<file path="src/pkg/clfc_pkg.sv">
// Constants, register map and state codes for the current limit and fault control block.
// Assumes a 40 MHz mclk and a register port that an external serial front end drives.
package clfc_pkg;

  // Register offsets.
  localparam logic [7:0] ADDR_CTRL = 8'h00;
  localparam logic [7:0] ADDR_CORD = 8'h0F;
  localparam logic [7:0] ADDR_SCALE = 8'h17;
  localparam logic [7:0] ADDR_INPUT_LIMIT_PIN = 8'h18;
  localparam logic [7:0] ADDR_STATUS = 8'h20;

  // Field positions.
  localparam int CTRL_HIZ_BIT = 0;
  localparam int CTRL_IRQCLR_BIT = 1;
  localparam int STAT_KIND_BIT = 3;
  localparam int STAT_INREG_BIT = 4;
  localparam int STAT_IRQ_BIT = 5;

  // Reset values.
  localparam logic [6:0] SCALE_RST = 7'h64;
  localparam logic [1:0] INPUT_LIMIT_PIN_RST = 2'h1;
  localparam logic [1:0] CORD_RST = 2'h0;

  // Applied output scale bounds in percent.
  localparam logic [6:0] SCALE_MIN = 7'h01;
  localparam logic [6:0] SCALE_MAX = 7'h64;

  // Input limit field codes and percentages.
  localparam logic [1:0] INPUT_LIMIT_PIN_OFF = 2'h0;
  localparam logic [1:0] INPUT_LIMIT_PIN_150 = 2'h1;
  localparam logic [1:0] INPUT_LIMIT_PIN_200 = 2'h2;
  localparam logic [7:0] INPUT_LIMIT_PIN_PCT_OFF = 8'h00;
  localparam logic [7:0] INPUT_LIMIT_PIN_PCT_150 = 8'h96;
  localparam logic [7:0] INPUT_LIMIT_PIN_PCT_200 = 8'hC8;

  // Cord compensation codes and offsets in millivolts.
  localparam logic [1:0] CORD_100 = 2'h1;
  localparam logic [1:0] CORD_200 = 2'h2;
  localparam logic [1:0] CORD_300 = 2'h3;
  localparam logic [8:0] CORD_MV_0 = 9'h000;
  localparam logic [8:0] CORD_MV_100 = 9'h064;
  localparam logic [8:0] CORD_MV_200 = 9'h0C8;
  localparam logic [8:0] CORD_MV_300 = 9'h12C;

  // Power-on state status codes.
  localparam logic [2:0] STAT_RST = 3'h0;
  localparam logic [2:0] STAT_SS = 3'h1;
  localparam logic [2:0] STAT_HICCUP = 3'h2;
  localparam logic [2:0] STAT_LLDIS = 3'h3;
  localparam logic [2:0] STAT_OFF = 3'h0;

  // Timing.
  localparam int CLK_KHZ = 40000;
  localparam int HICCUP_MS = 3000;
  localparam int OVHOLD_MS = 100;
  localparam int HICCUP_CYC = HICCUP_MS * CLK_KHZ;
  localparam int OVHOLD_CYC = OVHOLD_MS * CLK_KHZ;

  // Synchroniser lanes for the comparator and pin inputs.
  localparam int NSYNC = 7;
  localparam int SY_EN = 0;
  localparam int SY_UV = 1;
  localparam int SY_OV = 2;
  localparam int SY_IOUT = 3;
  localparam int SY_IIN = 4;
  localparam int SY_SSDONE = 5;
  localparam int SY_LLOAD = 6;

  typedef enum logic [4:0] {
    ST_HIZ = 5'h01,
    ST_RST = 5'h02,
    ST_SS = 5'h04,
    ST_HICCUP = 5'h08,
    ST_LLDIS = 5'h10
  } clfc_state_t;

endpackage

</file>
<file path="src/pkg/clfc_tmr_if.sv">
// Run and done handshake between the fault control core and one interval timer.
// Assumes both ends sit on the same mclk.
`timescale 1ns/10ps
interface clfc_tmr_if;
  logic run;
  logic done;
  modport ctl (output run, input done);
  modport tmr (input run, output done);
endinterface

</file>
<file path="src/logic/clfc_timer.sv">
// Interval timer: done rises after run has been held for LEN cycles.
// Assumes run comes from logic on mclk; dropping run restarts the count.
`timescale 1ns/10ps
module clfc_timer #(
  parameter int LEN = 4
) (
  // Clock and reset
  input wire logic mclk,
  input wire logic rst_n,
  // Control
  clfc_tmr_if.tmr t
);
  logic [31:0] cnt_r;
  logic done_r;
  wire last = (cnt_r == 32'(LEN - 1));

  always_ff @(posedge mclk) begin
    if (!rst_n || !t.run) begin
      cnt_r <= 32'h0000_0000;
      done_r <= 1'b0;
    end else if (last) begin
      done_r <= 1'b1;
    end else begin
      cnt_r <= cnt_r + 32'h0000_0001;
    end
  end

  assign t.done = done_r;
endmodule

</file>
<file path="src/logic/clfc_core.sv">
// Current limit, regulation status and fault control for the buck-boost converter.
// Assumes analog comparator levels arrive asynchronously and a serial front end drives the register port.
`timescale 1ns/10ps

// Notes on behaviour
// - Seven-bit output scale sets the output limit in one percent steps.
// - A written zero reads back zero but applies one percent.
// - Values above one hundred read back unchanged but apply one hundred percent.
// - Output current above the scaled limit switches regulation to constant current.
// - Read-only status bit shows 0 for constant voltage, 1 for constant current.
// - Output undervoltage is a fault: hiccup with output off for three seconds.
// - After hiccup go to restart, and repeat while the fault stays.
// - Input current is watched outside high-impedance mode; reaching the limit starts input regulation.
// - Input scale 00 off, 01 150%, 10 200%, 11 150%.
// - Output overvoltage above 108 percent stops switching at once.
// - Overvoltage lasting over 100 ms forces high-impedance mode.
// - Cord compensation 00 off, 01 100 mV, 10 200 mV, 11 300 mV.
// - Entering hiccup asserts the low interrupt until software writes the clear bit.
// - Status code 000 restart, 001 soft start, 010 hiccup, 011 light-load, else 000.
module clfc_core #(
  parameter int HICCUP_CYC = clfc_pkg::HICCUP_CYC,
  parameter int OVHOLD_CYC = clfc_pkg::OVHOLD_CYC
) (
  // Clock and reset
  input wire logic mclk,
  input wire logic rst_n,
  // Register port
  input wire logic reg_wr,
  input wire logic reg_rd,
  input wire logic [7:0] reg_addr,
  input wire logic [7:0] reg_wdata,
  output logic [7:0] reg_rdata,
  // Pin and comparator levels
  input wire logic converter_en,
  input wire logic vout_uv,
  input wire logic vout_ov,
  input wire logic iout_over,
  input wire logic iin_at_limit,
  input wire logic soft_start_done,
  input wire logic light_load,
  // Converter control
  output logic switching_en,
  output logic high_impedance_mode,
  output logic regulation_kind_flag,
  output logic input_regulating,
  output logic [6:0] applied_out_scale,
  output logic [7:0] input_limit_pct,
  output logic [8:0] cord_comp_mv,
  output logic [2:0] pon_status,
  output logic interrupt_out_n
);
  clfc_tmr_if hic_if ();
  clfc_tmr_if ov_if ();

  logic [clfc_pkg::NSYNC-1:0] meta_r;
  logic [clfc_pkg::NSYNC-1:0] sync_r;
  logic [6:0] output_current_scale_r;
  logic [1:0] input_limit_scale_r;
  logic [1:0] cord_comp_r;
  logic hiz_req_r;
  clfc_pkg::clfc_state_t state_r;
  clfc_pkg::clfc_state_t state_nxt;
  logic switching_en_r;
  logic high_impedance_mode_r;
  logic regulation_kind_flag_r;
  logic input_regulating_r;
  logic [6:0] applied_out_scale_r;
  logic [7:0] input_limit_pct_r;
  logic [8:0] cord_comp_mv_r;
  logic [2:0] pon_status_r;
  logic interrupt_out_n_r;
  logic interrupt_out_n_nxt;
  logic [7:0] reg_rdata_r;
  logic [7:0] rdata_nxt;
  logic [7:0] status_word;
  logic [7:0] ctrl_word;

  // Pin and comparator levels gathered into one synchroniser lane each.
  wire [clfc_pkg::NSYNC-1:0] pin_vec;
  assign pin_vec[clfc_pkg::SY_EN] = converter_en;
  assign pin_vec[clfc_pkg::SY_UV] = vout_uv;
  assign pin_vec[clfc_pkg::SY_OV] = vout_ov;
  assign pin_vec[clfc_pkg::SY_IOUT] = iout_over;
  assign pin_vec[clfc_pkg::SY_IIN] = iin_at_limit;
  assign pin_vec[clfc_pkg::SY_SSDONE] = soft_start_done;
  assign pin_vec[clfc_pkg::SY_LLOAD] = light_load;

  // Only the second stage is read, so a metastable first stage never reaches logic.
  always_ff @(posedge mclk) begin
    if (!rst_n) begin
      meta_r <= '0;
      sync_r <= '0;
    end else begin
      meta_r <= pin_vec;
      sync_r <= meta_r;
    end
  end

  wire en_s = sync_r[clfc_pkg::SY_EN];
  wire uv_s = sync_r[clfc_pkg::SY_UV];
  wire ov_s = sync_r[clfc_pkg::SY_OV];
  wire iout_s = sync_r[clfc_pkg::SY_IOUT];
  wire iin_s = sync_r[clfc_pkg::SY_IIN];
  wire ssdone_s = sync_r[clfc_pkg::SY_SSDONE];
  wire lload_s = sync_r[clfc_pkg::SY_LLOAD];

  // Register write strobes.
  wire wr_ctrl = reg_wr && (reg_addr == clfc_pkg::ADDR_CTRL);
  wire wr_cord = reg_wr && (reg_addr == clfc_pkg::ADDR_CORD);
  wire wr_scale = reg_wr && (reg_addr == clfc_pkg::ADDR_SCALE);
  wire wr_input_limit_pin = reg_wr && (reg_addr == clfc_pkg::ADDR_INPUT_LIMIT_PIN);

  // The stored scale is kept as written; only the applied value is clamped.
  always_ff @(posedge mclk) begin
    if (!rst_n) begin
      output_current_scale_r <= clfc_pkg::SCALE_RST;
      input_limit_scale_r <= clfc_pkg::INPUT_LIMIT_PIN_RST;
      cord_comp_r <= clfc_pkg::CORD_RST;
      hiz_req_r <= 1'b0;
    end else begin
      if (wr_scale) begin
        output_current_scale_r <= reg_wdata[6:0];
      end
      if (wr_input_limit_pin) begin
        input_limit_scale_r <= reg_wdata[1:0];
      end
      if (wr_cord) begin
        cord_comp_r <= reg_wdata[1:0];
      end
      if (wr_ctrl) begin
        hiz_req_r <= reg_wdata[clfc_pkg::CTRL_HIZ_BIT];
      end
    end
  end

  // Interval timers.
  clfc_timer #(.LEN(HICCUP_CYC)) i_hic_tmr (
    .mclk(mclk),
    .rst_n(rst_n),
    .t(hic_if.tmr)
  );
  clfc_timer #(.LEN(OVHOLD_CYC)) i_ov_tmr (
    .mclk(mclk),
    .rst_n(rst_n),
    .t(ov_if.tmr)
  );

  wire powered_on = (state_r != clfc_pkg::ST_HIZ);
  assign hic_if.run = (state_r == clfc_pkg::ST_HICCUP);
  assign ov_if.run = ov_s && powered_on;
  wire leave_pon = !en_s || hiz_req_r || ov_if.done;

  // Power-on state machine; a standing overvoltage keeps it out of power-on.
  always_comb begin
    state_nxt = state_r;
    case (state_r)
      clfc_pkg::ST_HIZ: begin
        if (en_s && !hiz_req_r && !ov_s) begin
          state_nxt = clfc_pkg::ST_RST;
        end
      end
      clfc_pkg::ST_RST: begin
        state_nxt = clfc_pkg::ST_SS;
      end
      clfc_pkg::ST_SS: begin
        if (uv_s) begin
          state_nxt = clfc_pkg::ST_HICCUP;
        end else if (lload_s && ssdone_s) begin
          state_nxt = clfc_pkg::ST_LLDIS;
        end
      end
      clfc_pkg::ST_HICCUP: begin
        if (hic_if.done) begin
          state_nxt = clfc_pkg::ST_RST;
        end
      end
      clfc_pkg::ST_LLDIS: begin
        state_nxt = clfc_pkg::ST_LLDIS;
      end
      default: begin
        state_nxt = clfc_pkg::ST_HIZ;
      end
    endcase
    if (powered_on && leave_pon) begin
      state_nxt = clfc_pkg::ST_HIZ;
    end
  end

  // Decodes of the configuration fields.
  wire [6:0] scale_applied = (output_current_scale_r == 7'h00) ? clfc_pkg::SCALE_MIN
    : ((output_current_scale_r > clfc_pkg::SCALE_MAX) ? clfc_pkg::SCALE_MAX : output_current_scale_r);
  wire [7:0] input_limit_pin_pct = (input_limit_scale_r == clfc_pkg::INPUT_LIMIT_PIN_OFF) ? clfc_pkg::INPUT_LIMIT_PIN_PCT_OFF
    : ((input_limit_scale_r == clfc_pkg::INPUT_LIMIT_PIN_200) ? clfc_pkg::INPUT_LIMIT_PIN_PCT_200 : clfc_pkg::INPUT_LIMIT_PIN_PCT_150);
  wire [8:0] cord_mv = (cord_comp_r == clfc_pkg::CORD_100) ? clfc_pkg::CORD_MV_100
    : ((cord_comp_r == clfc_pkg::CORD_200) ? clfc_pkg::CORD_MV_200
    : ((cord_comp_r == clfc_pkg::CORD_300) ? clfc_pkg::CORD_MV_300 : clfc_pkg::CORD_MV_0));
  wire [2:0] status_code = (state_nxt == clfc_pkg::ST_RST) ? clfc_pkg::STAT_RST
    : ((state_nxt == clfc_pkg::ST_SS) ? clfc_pkg::STAT_SS
    : ((state_nxt == clfc_pkg::ST_HICCUP) ? clfc_pkg::STAT_HICCUP
    : ((state_nxt == clfc_pkg::ST_LLDIS) ? clfc_pkg::STAT_LLDIS : clfc_pkg::STAT_OFF)));
  wire switch_nxt = (state_nxt == clfc_pkg::ST_SS) && !ov_s;
  wire kind_nxt = iout_s && (state_nxt == clfc_pkg::ST_SS);
  wire inreg_nxt = iin_s && (input_limit_scale_r != clfc_pkg::INPUT_LIMIT_PIN_OFF)
    && (state_nxt != clfc_pkg::ST_HIZ);

  // Entry into hiccup wins over a clear written in the same cycle.
  wire irq_set = (state_nxt == clfc_pkg::ST_HICCUP) && (state_r != clfc_pkg::ST_HICCUP);
  wire irq_clr = wr_ctrl && reg_wdata[clfc_pkg::CTRL_IRQCLR_BIT];
  assign interrupt_out_n_nxt = irq_set ? 1'b0 : (irq_clr ? 1'b1 : interrupt_out_n_r);

  always_comb begin
    status_word = 8'h00;
    status_word[2:0] = pon_status_r;
    status_word[clfc_pkg::STAT_KIND_BIT] = regulation_kind_flag_r;
    status_word[clfc_pkg::STAT_INREG_BIT] = input_regulating_r;
    status_word[clfc_pkg::STAT_IRQ_BIT] = !interrupt_out_n_r;
  end

  always_comb begin
    ctrl_word = 8'h00;
    ctrl_word[clfc_pkg::CTRL_HIZ_BIT] = hiz_req_r;
  end

  // The clear bit always reads back zero.
  always_comb begin
    if (reg_addr == clfc_pkg::ADDR_CTRL) begin
      rdata_nxt = ctrl_word;
    end else if (reg_addr == clfc_pkg::ADDR_CORD) begin
      rdata_nxt = {6'h00, cord_comp_r};
    end else if (reg_addr == clfc_pkg::ADDR_SCALE) begin
      rdata_nxt = {1'b0, output_current_scale_r};
    end else if (reg_addr == clfc_pkg::ADDR_INPUT_LIMIT_PIN) begin
      rdata_nxt = {6'h00, input_limit_scale_r};
    end else if (reg_addr == clfc_pkg::ADDR_STATUS) begin
      rdata_nxt = status_word;
    end else begin
      rdata_nxt = 8'h00;
    end
  end

  always_ff @(posedge mclk) begin
    if (!rst_n) begin
      state_r <= clfc_pkg::ST_HIZ;
      switching_en_r <= 1'b0;
      high_impedance_mode_r <= 1'b1;
      regulation_kind_flag_r <= 1'b0;
      input_regulating_r <= 1'b0;
      applied_out_scale_r <= clfc_pkg::SCALE_RST;
      input_limit_pct_r <= clfc_pkg::INPUT_LIMIT_PIN_PCT_150;
      cord_comp_mv_r <= clfc_pkg::CORD_MV_0;
      pon_status_r <= clfc_pkg::STAT_OFF;
      interrupt_out_n_r <= 1'b1;
    end else begin
      state_r <= state_nxt;
      switching_en_r <= switch_nxt;
      high_impedance_mode_r <= (state_nxt == clfc_pkg::ST_HIZ);
      regulation_kind_flag_r <= kind_nxt;
      input_regulating_r <= inreg_nxt;
      applied_out_scale_r <= scale_applied;
      input_limit_pct_r <= input_limit_pin_pct;
      cord_comp_mv_r <= cord_mv;
      pon_status_r <= status_code;
      interrupt_out_n_r <= interrupt_out_n_nxt;
    end
  end

  // Read data holds until the next read strobe.
  always_ff @(posedge mclk) begin
    if (!rst_n) begin
      reg_rdata_r <= 8'h00;
    end else if (reg_rd) begin
      reg_rdata_r <= rdata_nxt;
    end
  end

  assign reg_rdata = reg_rdata_r;
  assign switching_en = switching_en_r;
  assign high_impedance_mode = high_impedance_mode_r;
  assign regulation_kind_flag = regulation_kind_flag_r;
  assign input_regulating = input_regulating_r;
  assign applied_out_scale = applied_out_scale_r;
  assign input_limit_pct = input_limit_pct_r;
  assign cord_comp_mv = cord_comp_mv_r;
  assign pon_status = pon_status_r;
  assign interrupt_out_n = interrupt_out_n_r;
endmodule

</file>
<file path="config.mk">
export PLATFORM = sky130hd
export DESIGN_NAME = clfc_core
export DESIGN_NICKNAME = d
export VERILOG_FILES = /design/src/pkg/clfc_pkg.sv /design/src/pkg/clfc_tmr_if.sv /design/src/logic/clfc_timer.sv /design/src/logic/clfc_core.sv
export SDC_FILE = /design/constraint.sdc
export NUM_CORES = 1
export LEC_CHECK = 0
export BUFFER_PORTS_ARGS = -buffer_cell sky130_fd_sc_hd__buf_2
export CORE_UTILIZATION = 30
export DETAILED_ROUTE_END_ITERATION = 8
export GPL_TIMING_DRIVEN = 0
export PLACE_DENSITY_LB_ADDON = 0.15
export SYNTH_ARGS = -nofsm -noshare
export SYNTH_HDL_FRONTEND = slang
export SYNTH_SLANG_ARGS = --single-unit
</file>
<file path="constraint.sdc">
create_clock -name mclk -period 3.05 [get_ports mclk]
set_input_delay 0.305 -clock mclk [delete_from_list [all_inputs] [get_ports mclk]]
set_output_delay 0.305 -clock mclk [all_outputs]
set_load 0.1 [all_outputs]
</file>
### Yosys cells after proc, flatten, opt, wreduce, memory -nomap -nowiden

Cells that the tools add are included.

| storage, ports and cells | value |
|---|---|
| output and inout port bits | 40 |
| flip-flop bits (word level) | 137 |

| operators by class | value |
|---|---|
| eq/ne operators | 23 |
| add/subtract/negate cells | 2 |
| multiplexer cells | 23 |
| bitwise gates (word level) | 1 |
| reductions and logical operators | 38 |
| magnitude comparators | 1 |

Operator list:

| operator | number |
|---|---|
| 32-bit by 1-bit adder with 32-bit output, second input constant | 2 |
| 7-bit 2-to-1 mux | 7 |
| 32-bit by 22-bit == test with 1-bit output, second input constant | 1 |
| 32-bit by 27-bit == test with 1-bit output, second input constant | 1 |
| 5-bit 2-to-1 mux | 5 |
| 5-bit case mux with 5 select lines | 1 |
| 8-bit by 5-bit == test with 1-bit output, second input constant | 2 |
| 8-bit 2-to-1 mux | 2 |
| 1-bit logical AND | 15 |
| 6-bit 2-to-1 mux | 2 |
| 5-bit by 1-bit == test with 1-bit output, second input constant | 2 |
| 5-bit by 2-bit == test with 1-bit output, second input constant | 2 |
| 5-bit by 3-bit == test with 1-bit output, second input constant | 2 |
| 5-bit by 4-bit == test with 1-bit output, second input constant | 2 |
| 5-bit == test, second input constant | 2 |
| 5-bit by 1-bit != test with 1-bit output, second input constant | 2 |
| 9-bit 2-to-1 mux | 1 |
| 3-bit OR reduction | 3 |
| 8-bit by 4-bit == test with 1-bit output, second input constant | 1 |
| 8-bit by 6-bit == test with 1-bit output, second input constant | 1 |
| 8-bit zero test | 1 |
| 7-bit greater-than comparator, second input constant | 1 |
| 1-bit zero test | 7 |
| 7-bit zero test | 1 |
| 11 further kinds | 22 |

### Longest topological paths before layout

| depth | value |
|---|---|
| word-level depth | 10 |
| depth in mapped cells | 7 |
| gate-level depth less buffers | 6 |

### Modules after synthesis

From an unflattened synthesis, not the netlist that was laid out.

| unflattened totals | value |
|---|---|
| cells, all modules | 676 |
| area, all modules | 5982.0 sq um |

By module, submodules not included:

| module | instances | area each (sq um) | cells an instance | seq. area each (sq um) |
|---|---|---|---|---|
| clfc_core | 1 | 2526.2 | 268 | 1201.2 |
| clfc_timer (i_ov_tmr) | 1 | 1780.5 | 210 | 660.6 |
| clfc_timer (i_hic_tmr) | 1 | 1675.4 | 198 | 660.6 |

### Least setup slack after synthesis

Ideal clock, no wire load.

| timing | value |
|---|---|
| path kind | register to register |
| start point | register i_hic_tmr.cnt_r[0] |
| end point | register i_hic_tmr.cnt_r[20] |
| path buffers | 1 |
| stages on the path, launching flop included | 8 |
| arrival time | 1803 ps |
| path slack | 1120 ps |
| setup time | 128 ps |
| clock period less this slack | 1930 ps |
| cell sequence | dfxtp_1 > ha_1 > nand3_1 > or4_1 > clkbuf_1 > nor3_1 > xnor2_1 > nor2_1 |

| between the ends | value |
|---|---|
| longest elaborated chain between the ends | 1 |
| elaborated cells on any way between the ends | 2 |
| those cells by class | add/sub: 1; eq/ne: 1 |

Ends and longest elaborated chain:

| element | line | RTL |
|---|---|---|
| start: declaration | clfc_timer.sv:13 | `logic [31:0] cnt_r;` |
| start signal: assignment | clfc_timer.sv:24 | `cnt_r <= cnt_r + 32'h0000_0001;` |
| 32-bit by 1-bit adder with 32-bit output or 32-bit by 27-bit == test with 1-bit output (tied branches) | clfc_timer.sv:24, clfc_timer.sv:15 |  |

Parallel ways exist; a longest one is shown, timed or not.
A chain may end at the register's enable or synchronous reset.

### Final worst setup path

| timing | value |
|---|---|
| start point | register state_r[1] |
| end point | register i_ov_tmr.done_r, in the netlist i_ov_tmr.t.done |

| between the ends | value |
|---|---|
| longest elaborated chain between the ends | 4 |

Ends and longest elaborated chain:

| element | line | RTL |
|---|---|---|
| start: declaration | clfc_core.sv:61 | `clfc_pkg::clfc_state_t state_r;` |
| start signal: assignment | clfc_core.sv:243 | `state_r <= clfc_pkg::ST_HIZ;` |
| start signal: assignment | clfc_core.sv:254 | `state_r <= state_nxt;` |
| 5-bit by 1-bit != test with 1-bit output | clfc_core.sv:148 | `wire powered_on = (state_r != clfc_pkg::ST_HIZ);` |
| 1-bit logical AND | clfc_core.sv:150 | `assign ov_if.run = ov_s && powered_on;` |
| 1-bit zero test | clfc_timer.sv:18 | `if (!rst_n \|\| !t.run) begin` |
| 1-bit logical OR | clfc_timer.sv:18 |  |
| end signal: assignment | clfc_timer.sv:20 | `done_r <= 1'b0;` |
| end signal: assignment | clfc_timer.sv:22 | `done_r <= 1'b1;` |
| end: declaration | clfc_timer.sv:14 | `logic done_r;` |

No other way between the ends.

==> flow_metrics.py <==
metrics = {
    "timing": {
        "worst_slew_pin_slew_ps": 1110,
        "hold_viol": 0,
        "drv_slew": 0,
        "fin_crit_ps": 2300,
        "setup_violations": 0,
        "finClkSkew_ps": 5.68,
        "finalCritPeriodShare_pct": 75.4,
        "relSlewSlack_pct": 25.3,
        "fin_setup_tns_ps": 0,
        "rsz0062_at_grt": "no",
        "fmax_mhz": 435,
    },
    "global_routing": {
        "grt-ovfl-total": 0,
        "grt_pass1_vias": 4443,
        "track_usage_pct": 14.9,
        "grt_max_degree": 17,
        "antenna_found_initial": 0,
        "grt_pass1_wl_um": 21800,
    },
    "critical_path": {
        "critPathKind": "reg -> reg",
        "cp_slowest_stage_delay_ps": 480,
        "cp_max_fo": 10,
        "critPathBufInv": 2,
        "rr_startpoint": "state_r[1]",
        "worst_ep_arrival_time_ps": 2590,
        "cp.depth": 6,
        "critPathTopFamily": "simple AND/OR/NAND/NOR gates",
        "reg2reg_depth": 6,
        "r2r_slack_ps": 750,
        "startpoint": "state_r[1]",
        "worstReg2RegEnd": "i_ov_tmr.t.done",
        "start_kind": "flip-flop",
        "crit_end": "i_ov_tmr.t.done",
        "crit_slowest_cell": "clkbuf_1",
        "required_ps": 3340,
        "cp_cell_sequence": "nor3_1 -> nand3_1 -> nand3_1 -> clkbuf_1 -> clkbuf_1 -> nor2_1",
        "end_kind": "flip-flop",
    },
    "pwr": {
        "p_sw_share_pct": 23.1,
        "ir_drop_mv": 0.373,
        "clkPwrFrac_pct": 52.8,
        "cellPowerDensity_nw_per_um2": 568,
        "seqPwrFrac_pct": 44.1,
        "p_int_mw": 2.90,
        "switchingPower_mw": 0.872,
        "power.leakage_nw": 2.35,
        "pwr-share-comb_pct": 3.2,
    },
    "drt": {
        "wl_met3_um": 595,
        "wire_per_inst_um": 13.8,
        "drt_iter0_markers": 201,
        "dr.pass1.iters": 4,
        "viasPerCell": 4.98,
        "highest_layer": "met4",
        "vias": 4747,
        "antenna_left": 0,
        "wl_met1_um": 6220,
        "wl_met2_um": 6140,
        "drc_errors": 0,
        "wirelength_um": 13100,
    },
    "cts": {
        "clock-sinks": 126,
        "clk_pin_slew_ps": 60,
        "cts_tree": "yes",
        "cts_resized": 0,
        "holdBufCountCts": 0,
        "postCtsSetupBuffers": 0,
        "clkLatencyLatePin_ps": 420,
        "cts_max_level": 4,
        "numCtsBuffers": 17,
        "clockRootBuffer": "clkbuf_16",
        "clockBufferDepth": 2,
    },
    "yosys": {
        "yosys_most_used_dff": "dfxtp_1",
        "synth_compound_area_share_pct": 9.85,
        "synth_edf_count": 0,
        "synth_fa_ha_area_share_pct": 1.15,
        "muxShareOfSynthArea_pct": 0.550,
        "synth_cell_types": 55,
        "synth_top_cell_by_area": "dfxtp_1",
        "synth-simple-area-share_pct": 32.3,
        "avgSynthCellArea_sq_um": 8.61,
        "ys_warn_count": 0,
        "synth_xor_area_share_pct": 5.29,
        "syn-instance-count": 634,
        "synthTopCellsByArea": "dfxtp_1 (46%), nor2_1 (4.7%), nand3_1 (4.1%)",
        "synth_top_cell_area_share_pct": 46.2,
        "synth.most_common_cell": "dfxtp_1",
        "ys_seq_area_share_pct": 46.2,
        "ys_ff_latch": 126,
        "synth_top_family_by_area": "simple AND/OR/NAND/NOR gates",
        "yosys-top-cells-count": "dfxtp_1 (126), nor2_1 (69), nand2_1 (54)",
        "syn_area_sq_um": 5460,
        "ys_async_sr_fraction_pct": 0,
    },
    "place": {
        "gp_congestion": 0.789,
        "place_area_sq_um": 6050,
        "dpl.hpwl_um": 9580,
        "numPortBuffers": 57,
    },
    "floorplanning": {
        "dieArea_sq_um": 18700,
        "die_x_um": 137,
        "core.rowCount": 48,
        "coreArea_sq_um": 17500,
        "start_util_pct": 31.1,
        "io_pins": 67,
        "die_h_um": 137,
    },
    "finish": {
        "area_delta_synth_final_pct": 21.6,
        "finalNetCount": 748,
        "final_cell_area_sq_um": 6640,
        "drive_gt1_share_pct": 15.8,
        "n_fill_cell": 1812,
        "diodes": 0,
    },
    "min_path": {
        "min_path_cells": 2,
        "min_path_type": "in -> reg",
    },
    "flow_run": {
        "maxCapViolCount": 0,
    },
    "status": {
        "status": "finished clean",
    },
}
## layout make-up
type	instances	area (sq um)	share of cell area (%)
clock inverter	15	165	2.49
clock buffer	17	425	6.41
tap	225	282	4.24
inverter	17	63.8	0.961
timing repair buffer	57	285	4.30
buffer	36	189	2.85
multi-input combinational	461	2710	40.8
sequential	126	2520	38.0
## power groups by stage
stage | Combinational, mW | Clock (mW) | Sequential [mW]
2_1_floorplan | 0.0789 | 0 | 1.70
3_3_place_gp | 0.118 | 0 | 1.70
3_5_place_dp | 0.120 | 0 | 1.70
4_1_cts | 0.120 | 2.04 | 1.66
5_1_grt | 0.129 | 2.11 | 1.66
6_report | 0.120 | 1.99 | 1.66
## worst min-delay path by stage
stage                     from                   end  slack (ps)
6_report       soft_start_done             meta_r[5]          90
3_3_place_gp         meta_r[3]             sync_r[3]         420
4_1_cts           iin_at_limit             meta_r[4]          70
3_5_place_dp         meta_r[2]             sync_r[2]         420
2_1_floorplan            rst_n  applied_out_scale[5]         390
5_1_grt           converter_en             meta_r[0]          90
## stage by stage
stage | setup slack, ps | cells | hold slack [ps] | util (%) | power [mW]
2_1_floorplan | 1120 | 640 | 391 | - | 1.78
3_5_place_dp | 723 | 922 | 421 | 34.5 | 1.82
4_1_cts | 718 | 954 | 74.3 | 37.9 | 3.82
3_3_place_gp | 725 | 922 | 417 | 34.5 | 1.82
5_1_grt | 430 | 954 | 88.4 | 37.9 | 3.90
6_report | 749 | 954 | 89.7 | 37.9 | 3.77
## registers in the layout (all words and copies together), names as in the netlist
name                    flops
applied_out_scale           7
cord_comp_mv                5
cord_comp_r                 2
high_impedance_mode         1
hiz_req_r                   1
i_hic_tmr.cnt_r            32
i_hic_tmr.t.done            1
i_ov_tmr.cnt_r             32
i_ov_tmr.t.done             1
input_limit_pct             3
input_limit_scale_r         2
input_regulating            1
interrupt_out_n             1
meta_r                      7
output_current_scale_r      7
pon_status                  2
reg_rdata                   7
regulation_kind_flag        1
state_r                     5
switching_en                1
sync_r                      7
## layout by cell type (no fill, tap or decap), types with 4 or more instances in the layout
master,n
and4_1,8
a31oi_1,7
nand2b_1,7
clkbuf_16,17
nand4_1,20
nand2_1,54
or4_1,9
nor2b_1,7
a21oi_1,34
clkinv_4,4
conb_1,7
dfxtp_1,126
clkbuf_1,22
and2_1,17
nor4b_1,6
o21ai_0,18
xor2_1,21
inv_1,17
and3_1,12
o22ai_1,4
o31ai_1,8
ha_1,5
or3_1,19
o211ai_1,4
buf_4,12
nor2_1,69
clkinvlp_4,7
nor4_1,10
xnor2_1,12
buf_2,58
nor3_1,21
nand3_1,45
## routing by layer
metal,GRT usage [%],vias to the layer above
li1,-,2423
met1,19.0,2212
met2,23.9,97
met3,3.74,15
met4,6.35,0
met5,0,-
## cell families (layout without fill, tap and decap cells)
kind of cell	after synthesis	count (layout)
compound gates	89	89
flops	126	126
buf+inv	53	142
fa+ha+maj	5	5
simple gates	324	324
other cells	1	7
mux	3	3
xor+xnor	33	33
## worst register-to-register path: stages (launching register included)
cell	delay, ps
dfxtp_1	350
nor3_1	390
nand3_1	230
nand3_1	190
clkbuf_1	420
clkbuf_1	480
nor2_1	110
No activity file was read; power rests on OpenSTA's default activity.
